==> config.mk <==
export PLATFORM = sky130hd
export DESIGN_NAME = dbt_debug_regs
export DESIGN_NICKNAME = d
export VERILOG_FILES = /design/src/rtl/dbt_pkg.sv /design/src/rtl/dbt_fifo_if.sv /design/src/rtl/dbt_cmp_reg.sv /design/src/rtl/dbt_trace_fifo.sv /design/src/rtl/dbt_debug_regs.sv
export VERILOG_INCLUDE_DIRS = /design/src /design/src/rtl
export SDC_FILE = /design/constraint.sdc
export NUM_CORES = 1
export LEC_CHECK = 0
export BUFFER_PORTS_ARGS = -buffer_cell sky130_fd_sc_hd__buf_4
export CAP_MARGIN = 20
export CORE_ASPECT_RATIO = 1.1
export CORE_MARGIN = 1.5
export CORE_UTILIZATION = 55
export DETAILED_ROUTE_END_ITERATION = 8
export PLACE_DENSITY = 0.76
export SETUP_SLACK_MARGIN = 0.02
export SLEW_MARGIN = 20
export SYNTH_ARGS = -nofsm -noshare
export SYNTH_HDL_FRONTEND = slang
export SYNTH_SLANG_ARGS = --single-unit
==> constraint.sdc <==
create_clock -name CLK_SYS -period 6 [get_ports CLK_SYS]
set_clock_uncertainty 0.1 [all_clocks]
set_input_delay 0.6 -clock CLK_SYS [delete_from_list [all_inputs] [get_ports CLK_SYS]]
set_output_delay 0.6 -clock CLK_SYS [all_outputs]
set_load 0.01 [all_outputs]
==> src/rtl/dbt_cfg.svh <==
// Purpose: shared offsets, bit positions and reset values of the debug block
// Assumes: included by bare name from every design file that needs it
// Notes: register indices are byte offsets in the local debug window
`ifndef DBT_CFG_SVH
`define DBT_CFG_SVH

// ----------------------------------------------------------------
// register indices in the cpu memory window
// ----------------------------------------------------------------
`define DBT_IDX_CAH 4'h0
`define DBT_IDX_CAL 4'h1
`define DBT_IDX_CBH 4'h2
`define DBT_IDX_CBL 4'h3
`define DBT_IDX_FH 4'h4
`define DBT_IDX_FL 4'h5
`define DBT_IDX_CTRL 4'h6
`define DBT_IDX_TRIG 4'h7
`define DBT_IDX_STAT 4'h8
`define DBT_IDX_FRC 4'h9

// ----------------------------------------------------------------
// field positions and reset values
// ----------------------------------------------------------------
`define DBT_CTRL_EN 7
`define DBT_CTRL_ARM 6
`define DBT_CTRL_TAG 5
`define DBT_CTRL_BRK 4
`define DBT_CTRL_RW_MSB 3
`define DBT_STAT_TRACE_RUNNING_FLAG 7
`define DBT_FRC_BIT 0
`define DBT_BYTE_ZERO 8'h00
`define DBT_WORD_ZERO 16'h0000
`define DBT_RW_RST 4'h0

`endif

==> src/rtl/dbt_pkg.sv <==
// Purpose: types shared by the debug breakpoint and trace block
// Assumes: nothing beyond the cfg header
// Notes: serial commands arrive one-hot from the serial front end
package dbt_pkg;

   // ----------------------------------------------------------------
   // serial background command codes
   // ----------------------------------------------------------------
   typedef enum logic [2:0] {
      SC_WRITE_BREAKPOINT_CMD = 3'h1,
      SC_READ_BREAKPOINT_CMD = 3'h2,
      SC_WRITE_BYTE = 3'h4
   } dbt_sercmd_type;

   typedef logic [15:0] dbt_word_type;

endpackage : dbt_pkg

==> src/rtl/dbt_fifo_if.sv <==
// Purpose: carries the shift request, new word and head word of the trace fifo
// Assumes: single clock domain, driven by the register logic
// Notes: no clocking block; plain wires between two design modules
`timescale 1ns/1ps
interface dbt_fifo_if;
   logic shift;
   dbt_pkg::dbt_word_type din;
   dbt_pkg::dbt_word_type head;

   modport ctrl (output shift, output din, input head);
   modport store (input shift, input din, output head);
endinterface : dbt_fifo_if

==> src/rtl/dbt_cmp_reg.sv <==
// Purpose: one 16-bit comparator value register with byte writes and address match
// Assumes: wr_hi and wr_lo are one-cycle strobes from the cpu decode
// Notes: match is registered so it lines up with other trace flags
`timescale 1ns/1ps
`include "dbt_cfg.svh"
module dbt_cmp_reg #(
   parameter int W = 16
) (
   input wire logic clk,
   input wire logic rst,
   input wire logic ce,
   input wire logic lock,
   input wire logic wr_hi,
   input wire logic wr_lo,
   input wire logic [7:0] wdata,
   input wire logic [W-1:0] bus_addr,
   input wire logic bus_valid,
   output logic [W-1:0] value,
   output logic match
);
   logic [W-1:0] value_r;
   logic match_r;

   // the byte split only makes sense for exactly two bytes
   if (W != 16) begin : g_chk
      $error("dbt_cmp_reg supports only W = 16");
   end

   // ----------------------------------------------------------------
   // value register; writes are dropped while the run is armed
   // ----------------------------------------------------------------
   always_ff @(posedge clk) begin
      if (rst) begin
         value_r <= `DBT_WORD_ZERO;
         match_r <= 1'b0;
      end else if (ce) begin
         if (wr_hi && !lock) begin
            value_r[W-1:8] <= wdata;
         end
         if (wr_lo && !lock) begin
            value_r[7:0] <= wdata;
         end
         match_r <= bus_valid && (bus_addr == value_r);
      end
   end

   assign value = value_r;
   assign match = match_r;
endmodule : dbt_cmp_reg

==> src/rtl/dbt_trace_fifo.sv <==
// Purpose: trace fifo storage as a shift chain, head at entry 0
// Assumes: one shift per cycle at most
// Notes: new words enter at the last entry; a shift drops the head
`timescale 1ns/1ps
`include "dbt_cfg.svh"
module dbt_trace_fifo #(
   parameter int DEPTH = 8
) (
   input wire logic clk,
   input wire logic rst,
   input wire logic ce,
   dbt_fifo_if.store f
);
   dbt_pkg::dbt_word_type store_r [DEPTH];

   if (DEPTH < 2) begin : g_chk
      $error("dbt_trace_fifo needs DEPTH of at least 2");
   end

   // ----------------------------------------------------------------
   // shift chain; a chain costs muxes but needs no pointers
   // ----------------------------------------------------------------
   always_ff @(posedge clk) begin
      if (rst) begin
         for (int i = 0; i < DEPTH; i++) begin
            store_r[i] <= `DBT_WORD_ZERO;
         end
      end else if (ce && f.shift) begin
         for (int i = 0; i < DEPTH - 1; i++) begin
            store_r[i] <= store_r[i+1];
         end
         store_r[DEPTH-1] <= f.din;
      end
   end

   assign f.head = store_r[0];
endmodule : dbt_trace_fifo

==> src/rtl/dbt_debug_regs.sv <==
// Purpose: breakpoint, forced reset and trace register logic of the debug block
// Assumes: cpu and serial strobes are one-cycle and synchronous to CLK_SYS
// Notes: trigger modes and the trigger register are outside this block
//
// Behaviour
// - hold 16-bit breakpoint address, reached only by serial breakpoint commands
// - breakpoint enable and force/tag select steer breakpoint matching
// - breakpoint enable clear means no breakpoint at all
// - force select requests background; tag select tags the matching fetch
// - forced-reset writes accepted only from serial write-byte command
// - cpu writes to forced-reset ignored; reads return zero
// - serial one into bit 0 of forced-reset issues chip reset
// - trace registers live in the cpu memory window
// - comparator A value split into high and low byte registers
// - comparator B value split into high and low byte registers
// - comparator bytes reset to zero, always readable, locked while armed
// - fifo high byte is read only, shows upper half of head
// - fifo low byte is read only, shows lower half of head
// - event-only captures store the low byte, high byte zero
// - reading fifo high byte never advances the fifo
// - each fifo low byte read advances to next word
// - low byte reads do not advance while armed
// - unarmed low byte read pushes last fetched opcode address
// - fifo holds eight words; ninth read returns first read capture
// - trace control readable and writable at any time
// - control bit 7 enables trace; setting blocked while secured
// - armed clears on run completion or writing zero to arm or enable
`timescale 1ns/1ps
`include "dbt_cfg.svh"
module dbt_debug_regs #(
   parameter int FIFO_DEPTH = 8
) (
   input wire logic CLK_SYS,
   input wire logic RST,
   input wire logic CE,
   // cpu memory window
   input wire logic [3:0] CPU_ADDR,
   input wire logic CPU_RD,
   input wire logic CPU_WR,
   input wire logic [7:0] CPU_WDATA,
   output logic [7:0] CPU_RDATA,
   // cpu address bus observation
   input wire logic [15:0] CPU_BUS_ADDR,
   input wire logic CPU_BUS_VALID,
   input wire logic OPCODE_FETCH,
   input wire logic SECURED,
   input wire logic RUN_DONE,
   // capture from trigger logic
   input wire logic TRACE_CAP_VALID,
   input wire logic [15:0] TRACE_CAP_DATA,
   input wire logic EVENT_ONLY,
   // serial debug status/control bits
   input wire logic BKPT_ENABLE,
   input wire logic FORCE_TAG_SELECT,
   // serial background commands
   input wire logic SER_CMD_VALID,
   input wire logic [2:0] SER_CMD,
   input wire logic [3:0] SER_ADDR,
   input wire logic [15:0] SER_WDATA,
   output logic [15:0] SER_RDATA,
   output logic SER_RVALID,
   // requests and status to the core
   output logic BKPT_FORCE_REQ,
   output logic BKPT_TAG,
   output logic MCU_RESET_REQ,
   output logic CMP_A_MATCH,
   output logic CMP_B_MATCH,
   output logic TRACE_ENABLE,
   output logic TRACE_ARMED,
   output logic TRACE_TAG_MODE,
   output logic TRACE_BREAK_EN,
   output logic [3:0] TRACE_RW_SEL
);

   if (FIFO_DEPTH != 8) begin : g_chk
      $error("dbt_debug_regs: profiling sequence is built for FIFO_DEPTH = 8");
   end

   // ----------------------------------------------------------------
   // state
   // ----------------------------------------------------------------
   logic [15:0] bkpt_r;
   logic en_r;
   logic en_nxt;
   logic armed_r;
   logic armed_nxt;
   logic tag_r;
   logic brk_r;
   logic [3:0] rw_r;
   logic [15:0] last_fetch_r;
   logic [7:0] rdata_r;
   logic [15:0] ser_rdata_r;
   logic ser_rvalid_r;
   logic force_req_r;
   logic bkpt_tag_r;
   logic reset_req_r;

   dbt_fifo_if fifo_bus ();

   // ----------------------------------------------------------------
   // cpu decode
   // ----------------------------------------------------------------
   logic wr_cah;
   logic wr_cal;
   logic wr_cbh;
   logic wr_cbl;
   logic wr_ctrl;
   logic rd_fl;
   logic [15:0] cmp_a_val;
   logic [15:0] cmp_b_val;

   // the cpu window has no decode for the breakpoint word at all
   // trace regs cpu mapped
   assign wr_cah = CPU_WR && (CPU_ADDR == `DBT_IDX_CAH);
   assign wr_cal = CPU_WR && (CPU_ADDR == `DBT_IDX_CAL);
   assign wr_cbh = CPU_WR && (CPU_ADDR == `DBT_IDX_CBH);
   assign wr_cbl = CPU_WR && (CPU_ADDR == `DBT_IDX_CBL);
   assign wr_ctrl = CPU_WR && (CPU_ADDR == `DBT_IDX_CTRL);
   assign rd_fl = CPU_RD && (CPU_ADDR == `DBT_IDX_FL);

   // ----------------------------------------------------------------
   // serial decode
   // ----------------------------------------------------------------
   logic ser_wr_bkpt;
   logic ser_rd_bkpt;
   logic ser_wr_frc;

   assign ser_wr_bkpt = SER_CMD_VALID && (SER_CMD == dbt_pkg::SC_WRITE_BREAKPOINT_CMD);
   assign ser_rd_bkpt = SER_CMD_VALID && (SER_CMD == dbt_pkg::SC_READ_BREAKPOINT_CMD);
   assign ser_wr_frc = SER_CMD_VALID && (SER_CMD == dbt_pkg::SC_WRITE_BYTE)
                       && (SER_ADDR == `DBT_IDX_FRC);

   // ----------------------------------------------------------------
   // control next values
   // ----------------------------------------------------------------
   // enable set blocked when secured
   assign en_nxt = wr_ctrl ? (CPU_WDATA[`DBT_CTRL_EN] && !SECURED) : en_r;
   // arm cleared by write or run end
   assign armed_nxt = wr_ctrl ? (CPU_WDATA[`DBT_CTRL_ARM] && en_nxt)
                    : (RUN_DONE ? 1'b0 : armed_r);

   // ----------------------------------------------------------------
   // trace fifo feed
   // ----------------------------------------------------------------
   logic [15:0] cap_word;

   assign cap_word = EVENT_ONLY ? {`DBT_BYTE_ZERO, TRACE_CAP_DATA[7:0]} : TRACE_CAP_DATA;
   assign fifo_bus.shift = (armed_r && TRACE_CAP_VALID) || (rd_fl && !armed_r);
   assign fifo_bus.din = armed_r ? cap_word : last_fetch_r;

   // ----------------------------------------------------------------
   // cpu read mux
   // ----------------------------------------------------------------
   logic [7:0] rd_mux;
   logic [7:0] ctrl_byte;
   logic [7:0] stat_byte;

   assign ctrl_byte = {en_r, armed_r, tag_r, brk_r, rw_r};
   assign stat_byte = {armed_r, 7'h00};
   // both bytes from one head word
   assign rd_mux = (CPU_ADDR == `DBT_IDX_CAH) ? cmp_a_val[15:8]
                 : (CPU_ADDR == `DBT_IDX_CAL) ? cmp_a_val[7:0]
                 : (CPU_ADDR == `DBT_IDX_CBH) ? cmp_b_val[15:8]
                 : (CPU_ADDR == `DBT_IDX_CBL) ? cmp_b_val[7:0]
                 : (CPU_ADDR == `DBT_IDX_FH) ? fifo_bus.head[15:8]
                 : (CPU_ADDR == `DBT_IDX_FL) ? fifo_bus.head[7:0]
                 : (CPU_ADDR == `DBT_IDX_CTRL) ? ctrl_byte
                 : (CPU_ADDR == `DBT_IDX_STAT) ? stat_byte
                 : `DBT_BYTE_ZERO;

   // ----------------------------------------------------------------
   // breakpoint match
   // ----------------------------------------------------------------
   logic bkpt_hit;

   assign bkpt_hit = BKPT_ENABLE && CPU_BUS_VALID && (CPU_BUS_ADDR == bkpt_r);

   // ----------------------------------------------------------------
   // trace control register and armed flag
   // ----------------------------------------------------------------
   always_ff @(posedge CLK_SYS) begin
      if (RST) begin
         en_r <= 1'b0;
         armed_r <= 1'b0;
         tag_r <= 1'b0;
         brk_r <= 1'b0;
         rw_r <= `DBT_RW_RST;
      end else if (CE) begin
         en_r <= en_nxt;
         armed_r <= armed_nxt;
         if (wr_ctrl) begin
            tag_r <= CPU_WDATA[`DBT_CTRL_TAG];
            brk_r <= CPU_WDATA[`DBT_CTRL_BRK];
            rw_r <= CPU_WDATA[`DBT_CTRL_RW_MSB:0];
         end
      end
   end

   // ----------------------------------------------------------------
   // breakpoint word, serial access only
   // ----------------------------------------------------------------
   always_ff @(posedge CLK_SYS) begin
      if (RST) begin
         bkpt_r <= `DBT_WORD_ZERO;
         ser_rdata_r <= `DBT_WORD_ZERO;
         ser_rvalid_r <= 1'b0;
      end else if (CE) begin
         if (ser_wr_bkpt) begin
            bkpt_r <= SER_WDATA;
         end
         if (ser_rd_bkpt) begin
            ser_rdata_r <= bkpt_r;
         end
         ser_rvalid_r <= ser_rd_bkpt;
      end
   end

   // ----------------------------------------------------------------
   // break requests and forced reset
   // ----------------------------------------------------------------
   // a tag only marks the fetch; the core decides whether it executes
   always_ff @(posedge CLK_SYS) begin
      if (RST) begin
         force_req_r <= 1'b0;
         bkpt_tag_r <= 1'b0;
         reset_req_r <= 1'b0;
      end else if (CE) begin
         force_req_r <= bkpt_hit && FORCE_TAG_SELECT;
         bkpt_tag_r <= bkpt_hit && !FORCE_TAG_SELECT && OPCODE_FETCH;
         // one in bit 0 resets chip
         reset_req_r <= ser_wr_frc && SER_WDATA[`DBT_FRC_BIT];
      end
   end

   // ----------------------------------------------------------------
   // last fetch address and cpu read data
   // ----------------------------------------------------------------
   always_ff @(posedge CLK_SYS) begin
      if (RST) begin
         last_fetch_r <= `DBT_WORD_ZERO;
         rdata_r <= `DBT_BYTE_ZERO;
      end else if (CE) begin
         if (CPU_BUS_VALID && OPCODE_FETCH) begin
            last_fetch_r <= CPU_BUS_ADDR;
         end
         if (CPU_RD) begin
            rdata_r <= rd_mux;
         end
      end
   end

   // ----------------------------------------------------------------
   // comparators
   // ----------------------------------------------------------------
   // comparator A bytes
   dbt_cmp_reg #(.W(16)) u_cmp_a (
      .clk(CLK_SYS),
      .rst(RST),
      .ce(CE),
      .lock(armed_r),
      .wr_hi(wr_cah),
      .wr_lo(wr_cal),
      .wdata(CPU_WDATA),
      .bus_addr(CPU_BUS_ADDR),
      .bus_valid(CPU_BUS_VALID),
      .value(cmp_a_val),
      .match(CMP_A_MATCH)
   );

   dbt_cmp_reg #(.W(16)) u_cmp_b (
      .clk(CLK_SYS),
      .rst(RST),
      .ce(CE),
      .lock(armed_r),
      .wr_hi(wr_cbh),
      .wr_lo(wr_cbl),
      .wdata(CPU_WDATA),
      .bus_addr(CPU_BUS_ADDR),
      .bus_valid(CPU_BUS_VALID),
      .value(cmp_b_val),
      .match(CMP_B_MATCH)
   );

   // ----------------------------------------------------------------
   // trace fifo
   // ----------------------------------------------------------------
   // eight deep profile chain
   dbt_trace_fifo #(.DEPTH(FIFO_DEPTH)) u_fifo (
      .clk(CLK_SYS),
      .rst(RST),
      .ce(CE),
      .f(fifo_bus.store)
   );

   // ----------------------------------------------------------------
   // outputs
   // ----------------------------------------------------------------
   assign CPU_RDATA = rdata_r;
   assign SER_RDATA = ser_rdata_r;
   assign SER_RVALID = ser_rvalid_r;
   assign BKPT_FORCE_REQ = force_req_r;
   assign BKPT_TAG = bkpt_tag_r;
   assign MCU_RESET_REQ = reset_req_r;
   assign TRACE_ENABLE = en_r;
   assign TRACE_ARMED = armed_r;
   assign TRACE_TAG_MODE = tag_r;
   assign TRACE_BREAK_EN = brk_r;
   assign TRACE_RW_SEL = rw_r;
endmodule : dbt_debug_regs

==> flow_summary.json, run 1 <==
{
  "outcome": "complete, no violations",
  "crit_chain": "buf_4 > or3b_1 > o31ai_4 > nand2_2 > nand2_4 > buf_4",
  "clock_latency_ns": 0.50,
  "synth.avg_cell_area_um2": 11.6,
  "drv_cap": 0,
  "post-route-util_pct": 66.8,
  "end_kind": "register",
  "drtAntennaViolNets": 0,
  "startpoint_type": "input pin",
  "pre_cts_slack_ns": 2.89,
  "clkTransAtPathRegs_ns": 0.06,
  "ff2ff_setup_slack_ns": 3.37,
  "fp.dieArea_um2": 18500,
  "cp_max_fo": 86,
  "leakagePower_nw": 4.39,
  "synth_nets": 924,
  "worstMarginPinSlew_ns": 1.04,
  "synth-seq-area-share_pct": 60.4,
  "synth_ff_type": "edfxtp_1",
  "via_per_inst": 5.33,
  "n_antenna_cell": 0,
  "final_common_cell": "edfxtp_1",
  "cts_sinks": 230,
  "h-tree-depth": 1,
  "grt-ovfl-total": 0,
  "tns_ns": 0,
  "worstPathRequired_ns": 6.01,
  "cp_num_buf_inv": 2,
  "ctsResizeCount": 0,
  "initial_utilization_pct": 56.7,
  "synth_area_um2": 9750,
  "grt_max_degree": 97,
  "slowest_delay_ns": 0.78,
  "grt_usage_pct": 22.2,
  "drc": 0,
  "dpl_cell_area_um2": 10700,
  "synth_warnings": 0,
  "setup_ws_ns": 3.37,
  "p_per_area_nw_per_um2": 287,
  "ctsLongestPathBuffers": 3,
  "path_common_cell": "buf_4",
  "grt_pass1_wl_um": 31800,
  "post_cts_buffers": 0,
  "synth_edf_count": 128,
  "nets": 1027,
  "async_flop_share_pct": 0,
  "rsz0062_at_grt": "no",
  "wl_per_cell_um": 17.0,
  "synth_cells": 843,
  "root_buffer": "clkbuf_16",
  "drv_slew": 0,
  "vias": 6369,
  "dr.pass1.iters": 5,
  "report.final.hold_viol_count": 0,
  "antenna_found_initial": 0,
  "drive_gt1_share_pct": 17.3,
  "routed_wl_um": 20300,
  "critical_path_class": "input pin to register",
  "drt_iter0_markers": 556,
  "ctsHoldBuffers": 0,
  "synth_cell_type_count": 49,
  "syn_to_final_growth_pct": 17.8,
  "fmax_mhz": 380,
  "cpLargestDelayFamily": "buffers and inverters",
  "final_cell_mix": "128 x edfxtp_1, 125 x buf_4, 106 x nor2_1",
  "max-slew-margin-rel_pct": 30.7,
  "stdcell_area_um2": 11500,
  "cts_tree": "built",
  "gp_congestion": 0.880,
  "hold_class": "input pin to register",
  "die_w_um": 130,
  "numCtsBuffers": 24,
  "grt_pass1_vias": 6146,
  "setup_viol": 0,
  "crit_slowest_cell": "buf_4",
  "ir_drop_mv": 0.241,
  "worstPathArrival_ns": 2.65,
  "io_buffers": 118,
  "hpwl_um": 13700,
  "n_fill_cell": 1362,
  "synth-seq-cells": 230,
  "fp.coreArea_um2": 17200,
  "period_needed_ns": 2.63,
  "fin_crit_sh_pct": 43.9,
  "rows": 50,
  "die_h_um": 143,
  "ios": 119
}
[worst reg2reg max path, delay by kind of cell, from the launching register on]
kind	cells	cell delay, ns
AOI/OAI and AO/OA	1	0.09
buffers and inverters	2	1.14
DFF	1	0.45
and+or+nand+nor	3	0.38
[power by group]
group          switching, mW  internal [mW]  leakage [nW]
Clock                  0.572          0.812         0.359
Combinational          0.112         0.0749          1.88
Sequential            0.0136           1.71          2.15
[synthesized netlist by cell type, types with 2 or more instances]
cell type	number	area share, %
o21ai_0	10	0.51
nor2b_1	34	2.2
a32o_1	6	0.62
a21oi_1	37	1.9
buf_6	7	0.81
nor2_1	106	4.1
nor4_1	11	0.71
nor2_4	4	0.46
nand3_1	8	0.41
clkbuf_1	23	0.89
mux2i_1	86	8.8
xnor2_1	6	0.54
clkbuf_2	5	0.26
buf_1	3	0.12
nor3_1	8	0.41
inv_1	10	0.38
a22oi_1	6	0.46
nand2b_1	7	0.45
or3_1	2	0.13
and3_1	2	0.13
a311oi_1	4	0.36
buf_2	10	0.51
edfxtp_1	128	39
dfxtp_1	102	21
o211ai_1	2	0.15
or4_1	2	0.15
and2_1	96	6.2
xor2_1	42	3.8
nor3b_1	2	0.15
a31oi_1	2	0.13
o22ai_1	5	0.32
nand3b_1	2	0.15
nand2_1	49	1.9
[sequential cells by signal, indices dropped and copies added (netlist names), 4 cells and up]
register and flops:
CPU_RDATA 8, SER_RDATA 16, TRACE_RW_SEL 4, bkpt_r 16, u_cmp_b.value 16, last_fetch_r 16
u_fifo.store_r 128, u_cmp_a.value 16
[area by class of cell]
cell class,instances,area (um2),area share (%)
Multi-Input combinational cell,555,3590,31.3
Clock inverter,5,26.3,0.229
Inverter,10,37.5,0.327
Timing Repair Buffer,125,938,8.17
Sequential cell,230,5890,51.2
Tap cell,234,293,2.55
Clock buffer,37,711,6.19
[per-stage QoR]
stage	cells	power [mW]	hold slack, ns
floorplan	843	1.85	0.332
finish	1196	3.29	0.221
global placement	1154	1.94	0.342
detailed placement	1154	1.94	0.346
global route	1196	3.40	0.208
CTS	1196	3.31	0.206
[logic make-up (layout without fill, tap and decap cells)]
| group | Yosys count | in the layout | share of synthesized area [%] |
|---|---|---|---|
| xor+xnor | 48 | 48 | 4.31 |
| simple gates | 342 | 342 | 18.3 |
| compound gates | 78 | 78 | 5.11 |
| flops | 230 | 230 | 60.4 |
| buf+inv | 58 | 177 | 2.96 |
| mux | 87 | 87 | 8.94 |
[worst paths after layout]
| check | start | to | depth (start not counted) |
|---|---|---|---|
| setup / recovery | CPU_ADDR[1] | u_fifo.store_r[0][64] | 6 |
| hold / removal | FORCE_TAG_SELECT | BKPT_FORCE_REQ | 2 |
| setup reg to reg | TRACE_ARMED | u_fifo.store_r[0][64] | 6 |
| hold reg to reg | last_fetch_r[10] | last_fetch_r[10] | 2 |
[layer usage]
| layer | wire [um] | track usage, % |
|---|---|---|
| met2 | 9810 | 37.5 |
| met5 | 0 | 0 |
| met3 | 1190 | 3.48 |
| met1 | 8940 | 30.2 |
| met4 | 343 | 5.61 |
Note: power is estimated with default switching activity, not from simulation.
==> inputs of run 2 (changes only) <==
--- a/config.mk
+++ b/config.mk
@@ -10,9 +10,9 @@
 export CAP_MARGIN = 20
 export CORE_ASPECT_RATIO = 1.1
 export CORE_MARGIN = 1.5
-export CORE_UTILIZATION = 55
+export CORE_UTILIZATION = 52
 export DETAILED_ROUTE_END_ITERATION = 8
-export PLACE_DENSITY = 0.76
+export PLACE_DENSITY = 0.75
 export SETUP_SLACK_MARGIN = 0.02
 export SLEW_MARGIN = 20
 export SYNTH_ARGS = -nofsm -noshare
==> constraint.sdc (replaced) <==
create_clock -name CLK_SYS -period 2.4 [get_ports CLK_SYS]
set_clock_uncertainty 0.1 [all_clocks]
set_input_delay 0.24 -clock CLK_SYS [delete_from_list [all_inputs] [get_ports CLK_SYS]]
set_output_delay 0.24 -clock CLK_SYS [all_outputs]
set_load 0.01 [all_outputs]
==> run 2 against run 1 <==
- first-iteration DRC count decreased by 5.4%
- critical path depth decreased by 2
- sequential share of layout area decreased by 3.5 points
- combinational power increased to 3.1 times the previous value
- clock-buffer cell count decreased by 6
- worst hold slack got worse by 0.21 ns
- non-clock buffer count increased by 75
- final cell count increased by 6.9%
==> flow_summary.json, run 2 (synthesis results as in run 1) <==
{
  "reg2reg_from": "TRACE_ARMED",
  "final_cell_mix": "134 x buf_4, 128 x edfxtp_1, 106 x nor2_1",
  "drt_iter0_markers": 526,
  "rsz0062_at_grt": "no",
  "outcome": "complete, no violations",
  "largest_reg_flops": 128,
  "drv_cap": 0,
  "root_buffer": "clkbuf_16",
  "n_fill_cell": 1354,
  "grt_max_degree": 97,
  "worstMarginPinSlew_ns": 0.592,
  "ctsResizeCount": 0,
  "end_kind": "register",
  "vias": 6820,
  "worstPathArrival_ns": 2.28,
  "leakagePower_nw": 4.76,
  "h-tree-depth": 1,
  "drv_slew": 0,
  "via_per_inst": 5.34,
  "startpoint_type": "register",
  "cts_sinks": 230,
  "r2r_end": "u_cmp_b.value[10]",
  "drc": 0,
  "drtAntennaViolNets": 0,
  "dpl_cell_area_um2": 11000,
  "hpwl_um": 14600,
  "ios": 119,
  "ctsLongestPathBuffers": 3,
  "n_antenna_cell": 0,
  "syn_to_final_growth_pct": 26.4,
  "tns_ns": 0,
  "initial_utilization_pct": 53.0,
  "routed_wl_um": 21600,
  "rows": 52,
  "ctsHoldBuffers": 59,
  "nets": 1101,
  "post_cts_buffers": 0,
  "period_needed_ns": 2.00,
  "io_buffers": 118,
  "clock_latency_ns": 0.51,
  "top_register": "u_fifo.store_r",
  "hold_class": "input pin to register",
  "setup_viol": 0,
  "hold_path_end": "u_fifo.store_r[0][117]",
  "ir_drop_mv": 0.508,
  "cp_max_fo": 8,
  "fp.coreArea_um2": 18400,
  "antenna_found_initial": 0,
  "gp_congestion": 0.880,
  "die_h_um": 147,
  "fp.dieArea_um2": 19600,
  "clkTransAtPathRegs_ns": 0.06,
  "worstPathRequired_ns": 2.68,
  "critical_path_class": "register to register",
  "cts_tree": "built",
  "p_total_mw": 8.50,
  "drive_gt1_share_pct": 18.0,
  "hold_depth": 3,
  "report.final.hold_viol_count": 0,
  "ff2ff_setup_slack_ns": 0.40,
  "p_per_area_nw_per_um2": 689,
  "final_common_cell": "buf_4",
  "grt_pass1_vias": 6488,
  "fmax_mhz": 500,
  "rr_worst_depth": 4,
  "wl_per_cell_um": 16.9,
  "max-slew-margin-rel_pct": 60.4,
  "grt_usage_pct": 22.1,
  "multiInputGateArea_um2": 3600,
  "grt-ovfl-total": 0,
  "numCtsBuffers": 23,
  "grt_pass1_wl_um": 33800,
  "stdcell_area_um2": 12300,
  "regArea_um2": 5890,
  "hold_start": "TRACE_CAP_DATA[5]",
  "fin_crit_sh_pct": 83.4,
  "dr.pass1.iters": 6,
  "die_w_um": 134
}
-- run 2: cell count changes in the layout (fill, tap and decap cells not counted) --
cell / delta
buf_12: +7
buf_4: +9
bufinv_16: +3
clkbuf_1: -4
clkbuf_16: -2
clkinv_1: -2
clkinv_2: +4
dlygate4sd3_1: +59
inv_8: -1
nand2_4: -1
nand2_8: +1
-- run 2: per-layer routing --
metal  wire [um]  up-vias  global-route usage [%]  part of all wire [%]
met5           0        -                       0                     0
met4         560        0                    6.85                   2.6
met3        1170       40                    3.23                   5.4
met2       10800      216                    38.7                    50
met1        9000     3289                    28.4                    42
li1            -     3275                       -                     -
-- run 2: report_power, final --
part	internal, mW	leakage, nW	total (mW)	switching, mW
combinational	0.276	2.24	0.583	0.307
clock	2.20	0.378	3.62	1.42
sequential	4.26	2.15	4.30	0.0354
total	6.74	4.76	8.50	1.76
-- run 2: cell type report --
| type | count | share of cell area (%) |
|---|---|---|
| clock buffers | 31 | 5.24 |
| clock inverters | 9 | 0.954 |
| inverters | 10 | 0.304 |
| multi-input cells | 555 | 29.2 |
| flip-flops and latches | 230 | 47.7 |
| well taps | 243 | 2.47 |
| repair buffers | 200 | 14.1 |
-- run 2: critical path, stage by stage (launching register included) --
cell and delay [ns]:
dfxtp_1 0.34, or4_1 0.70, nor2_4 0.40, mux2i_1 0.26, nor2_1 0.07
-- run 2: per-stage QoR --
step                      utilization, %  instances  worst slack [ns]  hold WS (ns)
after CTS                           67.0       1278             0.413       0.00197
after global routing                67.0       1278             0.331        0.0232
after detailed placement            59.6       1179             0.184         0.345
after floorplan                        -        843             0.174         0.266
final                               67.0       1278             0.399        0.0151
after global placement              59.6       1179             0.233         0.342
-- run 2: how the worst max path moves through the flow --
| stage | to | cells past startpoint | start | slack, ns |
|---|---|---|---|---|
| final | u_cmp_b.value[10] | 4 | TRACE_ARMED | 0.40 |
| after global routing | u_cmp_b.value[10] | 4 | TRACE_ARMED | 0.33 |
| after CTS | u_cmp_b.value[10] | 4 | TRACE_ARMED | 0.41 |
| after detailed placement | u_fifo.store_r[0][61] | 6 | CPU_ADDR[1] | 0.18 |
| after global placement | u_fifo.store_r[0][57] | 6 | CPU_ADDR[1] | 0.23 |
| after floorplan | u_fifo.store_r[0][0] | 6 | CPU_ADDR[3] | 0.17 |
